File: src/valve_cmd_regs.vh
// Purpose: Constants for the valve position command logic
// Assumes: 125 MHz system clock
// Notes: Times kept in their own unit, cycle counts derived from them
`ifndef VALVE_CMD_REGS_VH
`define VALVE_CMD_REGS_VH
`define CLK_MHZ 125
`define CLOSURE_MS 20
`define CLOSURE_CYC (`CLOSURE_MS * 1000 * `CLK_MHZ)
`define SETUP_HOLD_S 5
`define SETUP_HOLD_CYC (`SETUP_HOLD_S * 1000 * 1000 * `CLK_MHZ)
`define BTN_DEB_CYC 24'd2
`define POS_W 6
`define POS_A 6'h00
`define POS_B 6'h01
`define POS_HOME 6'h01
`define POS_STEP 6'h01
`define MODE_NORMAL 3'h1
`define MODE_SETUP 3'h2
`define MODE_FACTORY 3'h4
`endif

File: src/valve_position_command_logic.v
// Purpose: Turns remote buttons and contact closures into valve position targets
// Assumes: Inputs synchronous to clk_sys; motor logic reports arrival and position
// Notes: Contact inputs are active low (closure to common pulls them low)
// Operation
// - In two-position use an up press targets B, and does nothing when already at B.
// - In multiposition use each up press advances the target by one index.
// - In two-position use a down press targets A, and does nothing when already at A.
// - In multiposition use each down press steps the target back by one index.
// - In two-position use a home press targets A, and does nothing when already at A.
// - In multiposition use a home press targets index one.
// - Holding home for five seconds puts the panel in setup mode.
// - An up press in setup mode returns the panel to normal positioning.
// - Holding both arrows opens factory mode, left by an up press with no change applied.
// - In two-position use a position-A closure held at least 20 ms commands a move to A.
// - Releasing a closure starts no motion.
// - In two-position use a position-B closure held at least 20 ms commands a move to B.
// - In two-position use each feedback output goes high once the valve has reached its position.
`timescale 1ns/10ps
`include "valve_cmd_regs.vh"

module valve_position_command_logic #(
	parameter [31:0] CLOSURE_CYCLES = `CLOSURE_CYC,
	parameter [31:0] SETUP_HOLD_CYCLES = `SETUP_HOLD_CYC
)(
	// Clock and reset
	input wire clk_sys,
	input wire rst,
	// Configuration
	input wire multipos_cfg,
	// Remote panel buttons, high while pressed
	input wire btn_up,
	input wire btn_down,
	input wire btn_home,
	// Contact inputs, low while closed to common
	input wire contact_a_n,
	input wire contact_b_n,
	// Motor positioning side
	input wire [`POS_W-1:0] cur_pos,
	input wire arrived,
	output reg [`POS_W-1:0] target_pos,
	output reg move_req,
	// Panel mode and feedback
	output wire setup_mode,
	output wire factory_mode,
	output reg fb_a,
	output reg fb_b
);

	// ------------------------------------------------------------
	// Contact filtering
	// ------------------------------------------------------------
	reg [31:0] cnt_a_q;
	reg [31:0] cnt_b_q;
	reg a_stable_q;
	reg b_stable_q;
	reg a_sync1_q, a_sync2_q, b_sync1_q, b_sync2_q;

	// Two-flop sync even though inputs are nominally synchronous: contacts bounce
	always @(posedge clk_sys or posedge rst)
	begin
		if (rst)
		begin
			a_sync1_q <= 1'b0;
			a_sync2_q <= 1'b0;
			b_sync1_q <= 1'b0;
			b_sync2_q <= 1'b0;
		end
		else
		begin
			a_sync1_q <= ~contact_a_n;
			a_sync2_q <= a_sync1_q;
			b_sync1_q <= ~contact_b_n;
			b_sync2_q <= b_sync1_q;
		end
	end

	// Level accepted only after holding for the full closure time
	// Any bounce restarts the count, so chatter delays a move rather than faking one
	always @(posedge clk_sys or posedge rst)
	begin
		if (rst)
		begin
			cnt_a_q <= 32'h00000000;
			cnt_b_q <= 32'h00000000;
			a_stable_q <= 1'b0;
			b_stable_q <= 1'b0;
		end
		else
		begin
			if (a_sync2_q == a_stable_q)
				cnt_a_q <= 32'h00000000;
			else if (cnt_a_q >= CLOSURE_CYCLES - 32'h00000001)
			begin
				a_stable_q <= a_sync2_q;
				cnt_a_q <= 32'h00000000;
			end
			else
				cnt_a_q <= cnt_a_q + 32'h00000001;
			if (b_sync2_q == b_stable_q)
				cnt_b_q <= 32'h00000000;
			else if (cnt_b_q >= CLOSURE_CYCLES - 32'h00000001)
			begin
				b_stable_q <= b_sync2_q;
				cnt_b_q <= 32'h00000000;
			end
			else
				cnt_b_q <= cnt_b_q + 32'h00000001;
		end
	end

	// Edge detect on the filtered levels; only closure counts
	reg a_prev_q, b_prev_q;
	wire a_close = a_stable_q & ~a_prev_q;
	wire b_close = b_stable_q & ~b_prev_q;

	// ------------------------------------------------------------
	// Button edges and hold timing
	// ------------------------------------------------------------
	reg up_q, down_q, home_q;
	reg [31:0] hold_q;
	reg both_q;
	wire up_press = btn_up & ~up_q;
	wire down_press = btn_down & ~down_q;
	wire home_press = btn_home & ~home_q;

	always @(posedge clk_sys or posedge rst)
	begin
		if (rst)
		begin
			up_q <= 1'b0;
			down_q <= 1'b0;
			home_q <= 1'b0;
			a_prev_q <= 1'b0;
			b_prev_q <= 1'b0;
			both_q <= 1'b0;
		end
		else
		begin
			up_q <= btn_up;
			down_q <= btn_down;
			home_q <= btn_home;
			a_prev_q <= a_stable_q;
			b_prev_q <= b_stable_q;
			both_q <= btn_up & btn_down;
		end
	end

	// Home hold counter, saturates so a long hold fires once
	// Limitation: a hold that outlasts setup entry does not re-enter after an exit
	wire hold_done = (hold_q == SETUP_HOLD_CYCLES - 32'h00000001);
	always @(posedge clk_sys or posedge rst)
	begin
		if (rst)
			hold_q <= 32'h00000000;
		else if (!btn_home)
			hold_q <= 32'h00000000;
		else if (hold_q < SETUP_HOLD_CYCLES)
			hold_q <= hold_q + 32'h00000001;
	end

	// ------------------------------------------------------------
	// Panel mode machine
	// ------------------------------------------------------------
	localparam [2:0] ST_NORMAL = `MODE_NORMAL;
	localparam [2:0] ST_SETUP = `MODE_SETUP;
	localparam [2:0] ST_FACTORY = `MODE_FACTORY;
	reg [2:0] mode_q, mode_d;

	always @*
	begin
		mode_d = mode_q;
		case (mode_q)
			ST_NORMAL:
				if (btn_up & btn_down & ~both_q)
					mode_d = ST_FACTORY;
				else if (hold_done)
					mode_d = ST_SETUP;
			ST_SETUP:
				if (up_press & ~btn_down)
					mode_d = ST_NORMAL;
			ST_FACTORY:
				// Wait for both arrows released before accepting the exit press
				if (up_press & ~btn_down)
					mode_d = ST_NORMAL;
			default:
				mode_d = ST_NORMAL;
		endcase
	end

	always @(posedge clk_sys or posedge rst)
	begin
		if (rst)
			mode_q <= ST_NORMAL;
		else
			mode_q <= mode_d;
	end

	assign setup_mode = mode_q[1];
	assign factory_mode = mode_q[2];

	// ------------------------------------------------------------
	// Target generation
	// ------------------------------------------------------------
	// Buttons act only in normal mode; arrow pairs are factory entry, not moves
	// Priority is contact A, contact B, up, down, home; the multiposition index wraps
	wire normal = (mode_q == ST_NORMAL) & ~(btn_up & btn_down);
	reg [`POS_W-1:0] tgt_d;
	reg req_d;

	always @*
	begin
		tgt_d = target_pos;
		req_d = 1'b0;
		if (!multipos_cfg && a_close)
		begin
			tgt_d = `POS_A;
			req_d = (cur_pos != `POS_A);
		end
		else if (!multipos_cfg && b_close)
		begin
			tgt_d = `POS_B;
			req_d = (cur_pos != `POS_B);
		end
		else if (normal && up_press)
		begin
			if (multipos_cfg)
			begin
				tgt_d = target_pos + `POS_STEP;
				req_d = 1'b1;
			end
			else
			begin
				tgt_d = `POS_B;
				req_d = (cur_pos != `POS_B);
			end
		end
		else if (normal && down_press)
		begin
			if (multipos_cfg)
			begin
				tgt_d = target_pos - `POS_STEP;
				req_d = 1'b1;
			end
			else
			begin
				tgt_d = `POS_A;
				req_d = (cur_pos != `POS_A);
			end
		end
		else if (normal && home_press)
		begin
			if (multipos_cfg)
			begin
				tgt_d = `POS_HOME;
				req_d = 1'b1;
			end
			else
			begin
				tgt_d = `POS_A;
				req_d = (cur_pos != `POS_A);
			end
		end
	end

	// Target and request registered; request is a one-cycle pulse
	// A press at the held position still rewrites target_pos; only the request is held back
	always @(posedge clk_sys or posedge rst)
	begin
		if (rst)
		begin
			target_pos <= `POS_A;
			move_req <= 1'b0;
		end
		else
		begin
			target_pos <= tgt_d;
			move_req <= req_d;
		end
	end

	// ------------------------------------------------------------
	// Position feedback
	// ------------------------------------------------------------
	// Meaningful in two-position use only; both low while moving
	// Registered so the pins cannot glitch while cur_pos and arrived settle
	always @(posedge clk_sys or posedge rst)
	begin
		if (rst)
		begin
			fb_a <= 1'b0;
			fb_b <= 1'b0;
		end
		else
		begin
			fb_a <= ~multipos_cfg & arrived & (cur_pos == `POS_A);
			fb_b <= ~multipos_cfg & arrived & (cur_pos == `POS_B);
		end
	end

endmodule // valve_position_command_logic

File: config.mk
export PLATFORM = sky130hd
export DESIGN_NAME = valve_position_command_logic
export DESIGN_NICKNAME = d
export VERILOG_FILES = /design/src/valve_position_command_logic.v
export VERILOG_INCLUDE_DIRS = /design/src /design/src/src
export SDC_FILE = /design/constraint.sdc
export NUM_CORES = 1
export LEC_CHECK = 0
export ABC_AREA = 0
export BUFFER_PORTS_ARGS = -buffer_cell sky130_fd_sc_hd__buf_2
export CAP_MARGIN = 20
export CORE_MARGIN = 3
export CORE_UTILIZATION = 55
export DETAILED_ROUTE_END_ITERATION = 12
export GPL_ROUTABILITY_DRIVEN = 0
export GPL_TIMING_DRIVEN = 0
export PLACE_DENSITY = 0.72
export SYNTH_ARGS = -nofsm -noshare
export SYNTH_HDL_FRONTEND = slang
export SYNTH_SLANG_ARGS = --single-unit
File: constraint.sdc
create_clock -name clk_sys -period 5.12 [get_ports clk_sys]
set_clock_uncertainty 0.1 [all_clocks]
set_input_delay 0 -clock clk_sys [delete_from_list [all_inputs] [get_ports clk_sys]]
set_output_delay 0 -clock clk_sys [all_outputs]
set_load 0.05 [all_outputs]
After elaboration in Yosys (flattened, before gate mapping)
Index checks and enable logic that the tools add are counted.

word-level totals
  register bits after elaboration = 120
  bits in latches = 0
  memory bits (writable) = 0
  bits in read-only memories = 0
  input port bits = 15
  word-level logic and storage cells = 102
  memories = 0

operators by class
  add/sub/neg operators = 5
  $mul = 0
  div/mod/pow operators = 0
  order comparisons = 3
  equality and inequality tests = 11
  shift operators = 0
  multiplexer cells = 25
  bitwise gates (word level) = 25
  reductions and logical operators = 13

operators by type and width
  kind                                                                                    number
  32-bit 2-to-1 mux                                                                       6
  32-bit by 1-bit adder with 32-bit output (second input constant)                        3
  32-bit by 22-bit greater-or-equal comparator with 1-bit output (second input constant)  2
  6-bit 2-to-1 mux                                                                        7
  32-bit by 30-bit == test with 1-bit output (second input constant)                      1
  32-bit by 30-bit < comparator with 1-bit output (second input constant)                 1
  1-bit inverter                                                                          13
  1-bit bitwise AND                                                                       12
  3-bit 2-to-1 mux                                                                        3
  1-bit 2-to-1 mux                                                                        8
  6-bit by 1-bit adder with 6-bit output (second input constant)                          1
  6-bit by 1-bit == test with 1-bit output (second input constant)                        1
  6-bit logical NOT                                                                       1
  6-bit by 1-bit inequality test with 1-bit output (second input constant)                1
  3-bit one-hot mux with 2 select lines                                                   1
  2-bit AND reduction                                                                     3
  6-bit nonzero test                                                                      1
  6-bit by 1-bit subtractor with 6-bit output (second input constant)                     1
  1-bit logical AND                                                                       5
  5-bit nonzero test                                                                      1
  2-bit by 1-bit inequality test with 1-bit output (second input constant)                2
  3-bit by 1-bit == test with 1-bit output (second input constant)                        1
  3-bit by 2-bit == test with 1-bit output (second input constant)                        1
  3-bit == test (second input constant)                                                   1
  4 further kinds                                                                         5

Depth between registers and ports, before layout
Gate-level depths: netlist (run 1).

  word-level depth = 9
  gate-level depth with buffers = 7
  mapped depth without buffers = 6

Worst setup path before layout (run 1)
OpenSTA, ideal clock, no wires.

  path type = reg-to-reg
  from = register hold_q[18]
  to = register hold_q[10]
  library setup time = 0.079 ns
  data arrival time = 2.234 ns
  data required time = 4.941 ns
  setup slack = 2.707 ns
  cell stages (with the launch flop) = 6
  cells stage by stage = dfrtp_1 > or4_4 > or4_4 > or4_1 > nand3_1 > mux2i_1

on the way
  cells in the longest elaborated chain, start to end = 2

RTL lines
  item                                                        line                                source
  from (decl)                                                 valve_position_command_logic.v:120  reg [31:0] hold_q;
  from (signal assigned)                                      valve_position_command_logic.v:158  hold_q <= hold_q + 32'h00000001;
  32-bit by 30-bit < comparator with 1-bit output             valve_position_command_logic.v:157  else if (hold_q < SETUP_HOLD_CYCLES)
  2-bit by 1-bit inequality test with 1-bit output (no line)  --

No other way between the ends.
A chain may end at the register's enable or synchronous reset.

Worst setup path after layout (run 1)
  from = register mode_q[0]
  to = register move_req

on the way
  cells in the longest elaborated chain, start to end = 8
  elaborated cells on any way between the ends = 10
  those cells by class = eq/ne: 1; mux: 5; bitwise: 1; reduce/logical: 3

RTL lines
  item                                        line                                source
  from (decl)                                 valve_position_command_logic.v:167  reg [2:0] mode_q, mode_d;
  from (signal assigned)                      valve_position_command_logic.v:195  mode_q <= mode_d;
  3-bit by 1-bit == test with 1-bit output *  valve_position_command_logic.v:206  wire normal = (mode_q == ST_NORMAL) & ~(btn_up & btn_down);
  1-bit bitwise AND *                         valve_position_command_logic.v:206
  1-bit logical AND                           valve_position_command_logic.v:250  else if (normal && home_press)
  1-bit 2-to-1 mux                            valve_position_command_logic.v:250
  1-bit 2-to-1 mux                            valve_position_command_logic.v:237  else if (normal && down_press)
  1-bit 2-to-1 mux *                          valve_position_command_logic.v:224  else if (normal && up_press)
  1-bit 2-to-1 mux *                          valve_position_command_logic.v:219  else if (!multipos_cfg && b_close)
  1-bit 2-to-1 mux *                          valve_position_command_logic.v:214  if (!multipos_cfg && a_close)
  via req_d                                   valve_position_command_logic.v:208  reg req_d;
  to (signal assigned)                        valve_position_command_logic.v:277  move_req <= req_d;
  to (decl)                                   valve_position_command_logic.v:41   output reg move_req,

The timed path passes the listed nets; every way through them passes the cells marked *.

==> results of run 1 <==
sequential cells by signal, summed over array words and instances, names as in the netlist:
signal      count
both_q          1
b_sync1_q       1
b_stable_q      1
up_q            1
mode_q          3
a_stable_q      1
target_pos      6
down_q          1
b_prev_q        1
a_sync2_q       1
cnt_b_q        32
cnt_a_q        32
fb_b            1
fb_a            1
hold_q         32
a_prev_q        1
home_q          1
b_sync2_q       1
move_req        1
a_sync1_q       1
synth_stat cells (3+ instances only):
master and n:
a211o_1 6, a21oi_1 35, a22o_1 4, a31oi_1 4, and2_1 7, and3_1 9
and4_1 11, clkbuf_1 15, dfrtp_1 119, ha_1 5, inv_1 19, mux2i_1 4
nand2_1 41, nand2b_1 4, nand3_1 36, nand4_1 17, nor2_1 64, nor2b_1 3
nor3_1 16, nor3b_1 3, nor4_1 15, o211ai_1 3, o21a_1 3, o21ai_0 7
o31ai_1 19, or3_1 11, or4_1 22, xnor2_1 23, xor2_1 21
path summary, 6_finish.rpt:
path	to	slack, ns	depth (start not counted)
worst max-delay path	move_req$_DFF_PP0_	2.23	7
worst min register to register	a_sync2_q$_DFF_PP0_	0.26	0
max in group asynchronous	mode_q[0]$_DFFE_PP1P_	3.71	5
worst min-delay path	a_sync1_q$_DFF_PP0_	0.06	3
min in group asynchronous	hold_q[29]$_DFFE_PP0P_	0.46	4
worst max register to register	move_req$_DFF_PP0_	2.23	7
cell type report:
cell class,instances,share of cell area
Buffer,20,0.0139
Clock buffer,22,0.0653
Clock inverter,9,0.0144
Inverter,19,0.0110
Multi-Input combinational cell,445,0.394
Sequential cell,120,0.433
Tap cell,133,0.0240
Timing Repair Buffer,42,0.0444
through the flow:
| step | hold WS (ns) | cells |
|---|---|---|
| floorplan | -0.0686 | 604 |
| global placement | 0.0568 | 762 |
| detailed placement | -0.145 | 763 |
| CTS | 0.0258 | 809 |
| global route | 0.0483 | 810 |
| finish | 0.0598 | 810 |
report_power, final:
part | internal, mW | switching (mW)
logic | 0.0556 | 0.114
clock network | 0.709 | 0.399
registers | 0.976 | 0.0224
per-layer routing:
metal,vias to the layer above,routed length (um),GRT usage
met3,19,569,0.0551
li1,2290,-,-
met4,0,212,0.0929
met1,2301,5680,0.298
met5,-,0,0
met2,119,5900,0.366
what timing repair did:
action / in CTS / in global routing
gates resized for setup: 0 / 0
hold buffers: 15 / 0
endpoints found under the hold margin: 145 / 0
cell usage in the layout, fill, tap and decap left out, drive strengths merged, types with 7 or more instances in the layout:
cell,n
dfrtp,119
o21ai,9
nand2,41
inv,19
conb,20
nand3,36
a21oi,35
nor2,64
o31ai,19
or3,11
nand4,17
clkbuf,38
xnor2,23
or4,24
xor2,21
dlygate4sd3,15
nor3,16
and2,7
and3,9
nor4,17
buf,31
and4,11
tightest hold or removal path: cells and delay by family:
kind | cells | cell delay [ns]
buffers and inverters | 3 | 0.64
cell families (layout without fill, tap and decap cells):
group                    after synthesis  count (layout)  share of synthesized area
flip-flops                           120             120                      0.515
AND/OR/NAND/NOR                      270             270                      0.253
other                                  1              20                   0.000643
buffers and inverters                 39             112                     0.0287
adder cells (fa/ha/maj)                5               5                     0.0107
AO/OA/AOI/OAI                        100             100                      0.115
multiplexers                           6               6                     0.0107
XOR/XNOR                              44              44                     0.0661
==> reports/qor.yml, run 1 <==
grt_max_degree: 102
final_core_util: 0.690
antenna_left: 0
cts_setup_buffers: 0
tns_ns: 0
period_needed_ns: 2.89
syn_inst: 585
leakagePower_nw: 2.90
num_rows: 36
worstPathMaxFanout: 9
reg2reg_from: "mode_q[0]$_DFFE_PP1P_"
crit_type: "flop to flop"
min_path_type: "input pin to flop"
die_w_um: 109
grt_first_pass_wirelength_um: 21200
crit_path_end_kind: "flop"
fmax_mhz: 346
synthTopCellsByArea: "dfrtp_1 (51%), nor2_1 (4.1%), xnor2_1 (3.5%)"
crit_chain: "nor3b_1, and2_1, clkbuf_1, o22ai_1, xor2_1, a21oi_1, dlygate4sd3_1"
cts.sinks: 120
cts_buffer_depth: 2
first_iter_violations: 364
grt_pass1_vias: 4610
multi_input_area_um2: 2730
critPathLaunchType: "flop"
vias_per_cell: 5.84
drc: 0
seqCellArea_um2: 3000
core_area_um2: 10000
die_area_um2: 11900
place_area_um2: 6230
layout_setup_ws_ns: 2.23
finalInstanceArea_um2: 6940
antenna_found_initial: 0
power_mw: 2.28
area_growth_syn_to_layout_pct: 18.9
fillers: 762
numCtsBuffers: 17
n_antenna_cell: 0
start_util: 0.581
slew_viol_final: 0
yosys.area.top_type: "dfrtp_1"
final_nets: 685
ys_seq_elements: 120
vdd_drop_max_v: 0.000278
max_cap_viol_count: 0
p_per_area_nw_per_um2: 328
grt_setup_unrepaired: "false"
yosysUniqueCellTypes: 57
clk_pin_slew_ns: 0.06
synth_edf_count: 0
status: "finished, final reports clean"
synth_area_um2: 5830
crit_start: "mode_q[0]$_DFFE_PP1P_"
dpl.hpwl_um: 8080
synth_warnings: 0
cts_tree: "built"
crit_family: "simple AND/OR/NAND/NOR gates"
synth_top_cell_area_share: 0.511
groute.usage.overall: 0.228
ys_seq_area_frac: 0.515
worstMarginPinSlew_ns: 0.982
slowest_delay_ns: 0.68
syn_area_per_cell_um2: 9.97
async_reset_ff_frac: 1.00
routedWlPerCell_um: 15.3
drive_above_1_share: 0.109
die_y_um: 109
worstPathRequired_ns: 5.43
critPathArrivalTime_ns: 3.20
drt_wl_total_um: 12400
worstHoldStart: "contact_a_n"
htreeDepth: 4
dr.pass1.iters: 5
cpMaxStageDelayCell: "nor3b_1"
synth_ff_type: "dfrtp_1"
io_buffers: 25
worst-path-buf-inv: 2
relSlewSlack: 0.339
fin_crit_sh: 0.565
setup_violations: 0
final_hold_viol_count: 0
via_count: 4729
pre_cts_ws_ns: 2.36
cts_root_buf: "clkbuf_8"
io_pins: 26
clock_latency_ns: 0.52
grt-ovfl-total: 0
(Power assumes the default switching activity.)
==> inputs of run 2 (changes only) <==
clock period = 2.9 ns   (was 5.12 ns; I/O delays follow)
==> run 2 against run 1 <==
Design area is 1.5% higher. Critical endpoint is now hold_q[3]$_DFFE_PP0P_. Combinational power is 80% higher. Hold slack worse by 0.0022 ns. Power is 89% higher. Global-route usage is 0.31 points higher. Register-to-register slack worse by 2.0 ns. Fmax is 8.4% higher. Worst setup slack worse by 2.0 ns. Cell count is 0.25% higher. First-iteration DRC count is 33% higher. Highest routed layer unchanged. Count of clock-buffer cells in the layout is 3 lower.
==> reports/qor.yml, run 2 (synthesized netlist as in run 1, its figures left out) <==
dpl.hpwl_um: 8190
die_w_um: 109
worstPathMaxFanout: 10
grt_setup_unrepaired: "false"
worstMarginPinSlew_ns: 0.949
reg_top3: "cnt_a_q x32, cnt_b_q x32, hold_q x32"
cts.sinks: 120
crit_path_end_kind: "flop"
leakagePower_nw: 2.94
reg2reg_from: "hold_q[18]$_DFFE_PP0P_"
antenna_left: 0
final_cell_mix: "dfrtp_1 (119), nor2_1 (64), nand2_1 (41)"
grt-ovfl-total: 0
fmax_mhz: 375
io_buffers: 25
layout_commonest_cell: "dfrtp_1"
p_per_area_nw_per_um2: 612
holdWs_ns: 0.0575
placedCellCount: 765
first_iter_violations: 485
cts_setup_buffers: 0
core_area_um2: 10000
final_nets: 686
crit_start: "hold_q[18]$_DFFE_PP0P_"
cts_root_buf: "clkbuf_8"
numCtsBuffers: 17
drt_wl_total_um: 12500
final_hold_viol_count: 0
critPathArrivalTime_ns: 3.00
worstPathRequired_ns: 3.24
io_pins: 26
status: "finished, final reports clean"
n_antenna_cell: 0
setup_violations: 0
groute.usage.overall: 0.231
relSlewSlack: 0.362
worstHoldStart: "contact_a_n"
num_rows: 36
die_area_um2: 11900
clock_latency_ns: 0.52
htreeDepth: 4
drc: 0
area_growth_syn_to_layout_pct: 20.7
routedWlPerCell_um: 15.4
cts_tree: "built"
vias_per_cell: 5.91
grt_max_degree: 41
tns_ns: 0
slew_viol_final: 0
die_y_um: 109
max_cap_viol_count: 0
vdd_drop_max_v: 0.000382
period_needed_ns: 2.67
critPathLaunchType: "flop"
grt_first_pass_wirelength_um: 21700
via_count: 4797
dr.pass1.iters: 6
grt_pass1_vias: 4760
power_mw: 4.31
stdcell_count: 812
cts_buffer_depth: 2
drive_above_1_share: 0.118
clk_pin_slew_ns: 0.06
min_path_type: "input pin to flop"
crit_type: "flop to flop"
fin_crit_sh: 0.920
start_util: 0.581
antenna_found_initial: 0
[run 2: changes by cell type in the layout (fill, tap and decap cells not counted), moves of 2 or more]
cell,before,now
bufinv_16,2,5
clkinvlp_4,2,4
buf_12,0,3
clkbuf_1,18,15
[run 2: path summary, 6_finish.rpt]
path,end,slack (ns),cells after the start
max reg2reg,hold_q[3]$_DFFE_PP0P_,0.23,7
max,hold_q[3]$_DFFE_PP0P_,0.23,7
max in group asynchronous,cnt_a_q[11]$_DFF_PP0_,1.14,7
min reg2reg,b_sync2_q$_DFF_PP0_,0.25,0
min,a_sync1_q$_DFF_PP0_,0.06,3
min in group asynchronous,target_pos[1]$_DFFE_PP0P_,0.53,4
[run 2: through the flow]
step	cell area, um2	util	setup WS [ns]
2_1_floorplan	5910	-	0.487
3_3_place_gp	6200	0.617	0.201
3_5_place_dp	6260	0.623	0.135
4_1_cts	7030	0.700	0.116
5_1_grt	7040	0.701	0.0816
6_report	7040	0.701	0.232
[run 2: worst max-delay path: stages (launching register included)]
cell and delay [ns]:
dfrtp_1 0.43, or4_4 0.58, or4_4 0.46, nor4_4 0.42, buf_6 0.20, buf_6 0.15, o31ai_1 0.08, a21oi_1 0.15
[run 2: per-layer routing]
metal	routed length [um]	global-route usage
met2	6000	0.371
met3	661	0.0663
met4	243	0.0893
met5	0	0
met1	5610	0.297
[run 2: area by class of cell]
cell class | instances | area (um2)
Fill cell | 712 | 3010
Sequential cell | 120 | 3000
Multi-Input combinational cell | 445 | 2730
Clock buffer | 19 | 432
Timing Repair Buffer | 43 | 330
Clock inverter | 13 | 201
Tap cell | 133 | 166
Buffer | 20 | 97.6
Inverter | 19 | 75.1
[run 2: power by group]
group,switching (mW),internal [mW]
clock network,0.743,1.50
registers,0.0402,1.72
logic,0.205,0.100
total,0.988,3.32
[run 2: timing repair]
| item | CTS | global route |
|---|---|---|
| gates resized for setup | 0 | 2 |
| hold endpoints to repair | 105 | 0 |
| setup endpoints to repair | 0 | 9 |
| hold buffers | 14 | 0 |
==> inputs of run 3 (changes only) <==
HOLD_SLACK_MARGIN = 0.06   (was unset)
==> run 3 against run 2 <==
Core utilization rose by 0.40 points. Fmax rose by 0.19%. Critical path type unchanged. Worst setup slack improved by 0.0051 ns. Sequential power barely moved. First-iteration DRC count fell by 14%. Critical endpoint unchanged.
==> reports/qor.yml, run 3 (synthesized netlist as in run 1, its figures left out) <==
cts_tree: "built"
leakagePower_nw: 2.96
core_area_um2: 10000
first_iter_violations: 417
dr.pass1.iters: 5
num_rows: 36
reg2reg_from: "hold_q[18]$_DFFE_PP0P_"
tns_ns: 0
grt_setup_unrepaired: "false"
reg2reg_depth: 7
cpMaxStageDelayCell: "or4_4"
groute.usage.overall: 0.232
crit_type: "flop to flop"
numCtsBuffers: 17
htreeDepth: 4
die_w_um: 109
drc: 0
routedWlPerCell_um: 15.5
cts_buffer_depth: 2
hold_end: "home_q$_DFF_PP0_"
relSlewSlack: 0.359
crit_family: "simple AND/OR/NAND/NOR gates"
slowest_delay_ns: 0.58
via_count: 4842
final_nets: 690
grt_first_pass_wirelength_um: 21800
critPathArrivalTime_ns: 3.00
io_pins: 26
die_y_um: 109
grt_max_degree: 41
power_mw: 4.31
cts_setup_buffers: 0
p_per_area_nw_per_um2: 609
layout_commonest_cell: "dfrtp_1"
crit_chain: "or4_4, or4_4, nor4_4, buf_6, buf_6, o31ai_1, a21oi_1"
fmax_mhz: 375
cts.sinks: 120
r2r_end: "hold_q[3]$_DFFE_PP0P_"
clock_latency_ns: 0.52
antenna_left: 0
clk_pin_slew_ns: 0.06
area_growth_syn_to_layout_pct: 21.4
min_path_type: "input pin to flop"
vdd_drop_max_v: 0.000382
reg_top3: "cnt_a_q x32, cnt_b_q x32, hold_q x32"
cts_root_buf: "clkbuf_8"
slew_viol_final: 0
n_antenna_cell: 0
crit_path_end_kind: "flop"
setup_violations: 0
io_buffers: 25
worst-path-buf-inv: 2
drt_wl_total_um: 12600
vias_per_cell: 5.93
drive_above_1_share: 0.117
final_cell_mix: "dfrtp_1 (119), nor2_1 (64), nand2_1 (41)"
status: "finished, final reports clean"
grt-ovfl-total: 0
critPathLaunchType: "flop"
rrSetupSlack_ns: 0.24
die_area_um2: 11900
worstPathMaxFanout: 10
max_cap_viol_count: 0
period_needed_ns: 2.66
holdPathStages: 2
worstHoldStart: "btn_home"
start_util: 0.581
grt_pass1_vias: 4786
final_hold_viol_count: 0
dpl.hpwl_um: 8190
worstMarginPinSlew_ns: 0.953
fin_crit_sh: 0.918
worstPathRequired_ns: 3.23
antenna_found_initial: 0
[run 3: cell types whose count changed in the layout (fill, tap and decap cells not counted)]
cell,before,now
dlygate4sd3_1,14,18
[run 3: area by class of cell]
cell class / count / area [um2]
repair buffers: 47 / 370
plain buffers: 20 / 97.6
fillers: 708 / 2970
well taps: 133 / 166
clock buffers: 19 / 432
clock inverters: 13 / 201
flip-flops and latches: 120 / 3000
multi-input cells: 445 / 2730
inverters: 19 / 75.1
[run 3: worst max path at each step]
stage | end | from | cells after the start | slack [ns]
6_report | hold_q[3]$_DFFE_PP0P_ | hold_q[18]$_DFFE_PP0P_ | 7 | 0.24
5_1_grt | hold_q[7]$_DFFE_PP0P_ | hold_q[28]$_DFFE_PP0P_ | 7 | 0.08
3_3_place_gp | hold_q[0]$_DFFE_PP0P_ | hold_q[28]$_DFFE_PP0P_ | 7 | 0.20
3_5_place_dp | hold_q[3]$_DFFE_PP0P_ | hold_q[28]$_DFFE_PP0P_ | 7 | 0.13
2_1_floorplan | hold_q[10]$_DFFE_PP0P_ | hold_q[18]$_DFFE_PP0P_ | 5 | 0.49
4_1_cts | hold_q[3]$_DFFE_PP0P_ | hold_q[28]$_DFFE_PP0P_ | 7 | 0.12
[run 3: stage by stage]
step | setup slack, ns | hold slack [ns] | area (um2) | util | std cells
after floorplan | 0.487 | -0.0686 | 5910 | - | 604
after global placement | 0.201 | 0.0544 | 6200 | 0.617 | 762
after detailed placement | 0.135 | -0.0658 | 6260 | 0.623 | 765
after CTS | 0.116 | 0.120 | 7070 | 0.704 | 815
after global routing | 0.0816 | 0.150 | 7080 | 0.705 | 816
final | 0.237 | 0.149 | 7080 | 0.705 | 816
[run 3: timing repair]
| action | 4_1_cts | 5_1_grt |
|---|---|---|
| resized for setup | 0 | 2 |
| endpoints found under the setup margin | 0 | 9 |
| endpoints found under the hold margin | 108 | 0 |
| hold buffers | 18 | 0 |
[run 3: layer usage]
layer | vias to the layer above | part of all wire | global-route usage
met5 | - | 0 | 0
met4 | 0 | 0.019 | 0.0893
met3 | 26 | 0.054 | 0.0663
met2 | 154 | 0.48 | 0.375
met1 | 2363 | 0.45 | 0.298
li1 | 2299 | - | -
[run 3: power by group]
| group | internal, mW | switching [mW] |
|---|---|---|
| combinational | 0.104 | 0.207 |
| sequential | 1.72 | 0.0408 |
| clock | 1.50 | 0.742 |
| total | 3.32 | 0.989 |
[run 3: worst reg2reg max path: stages, from the launching register on]
cell	delay, ns
dfrtp_1	0.43
or4_4	0.58
or4_4	0.46
nor4_4	0.43
buf_6	0.20
buf_6	0.15
o31ai_1	0.08
a21oi_1	0.15
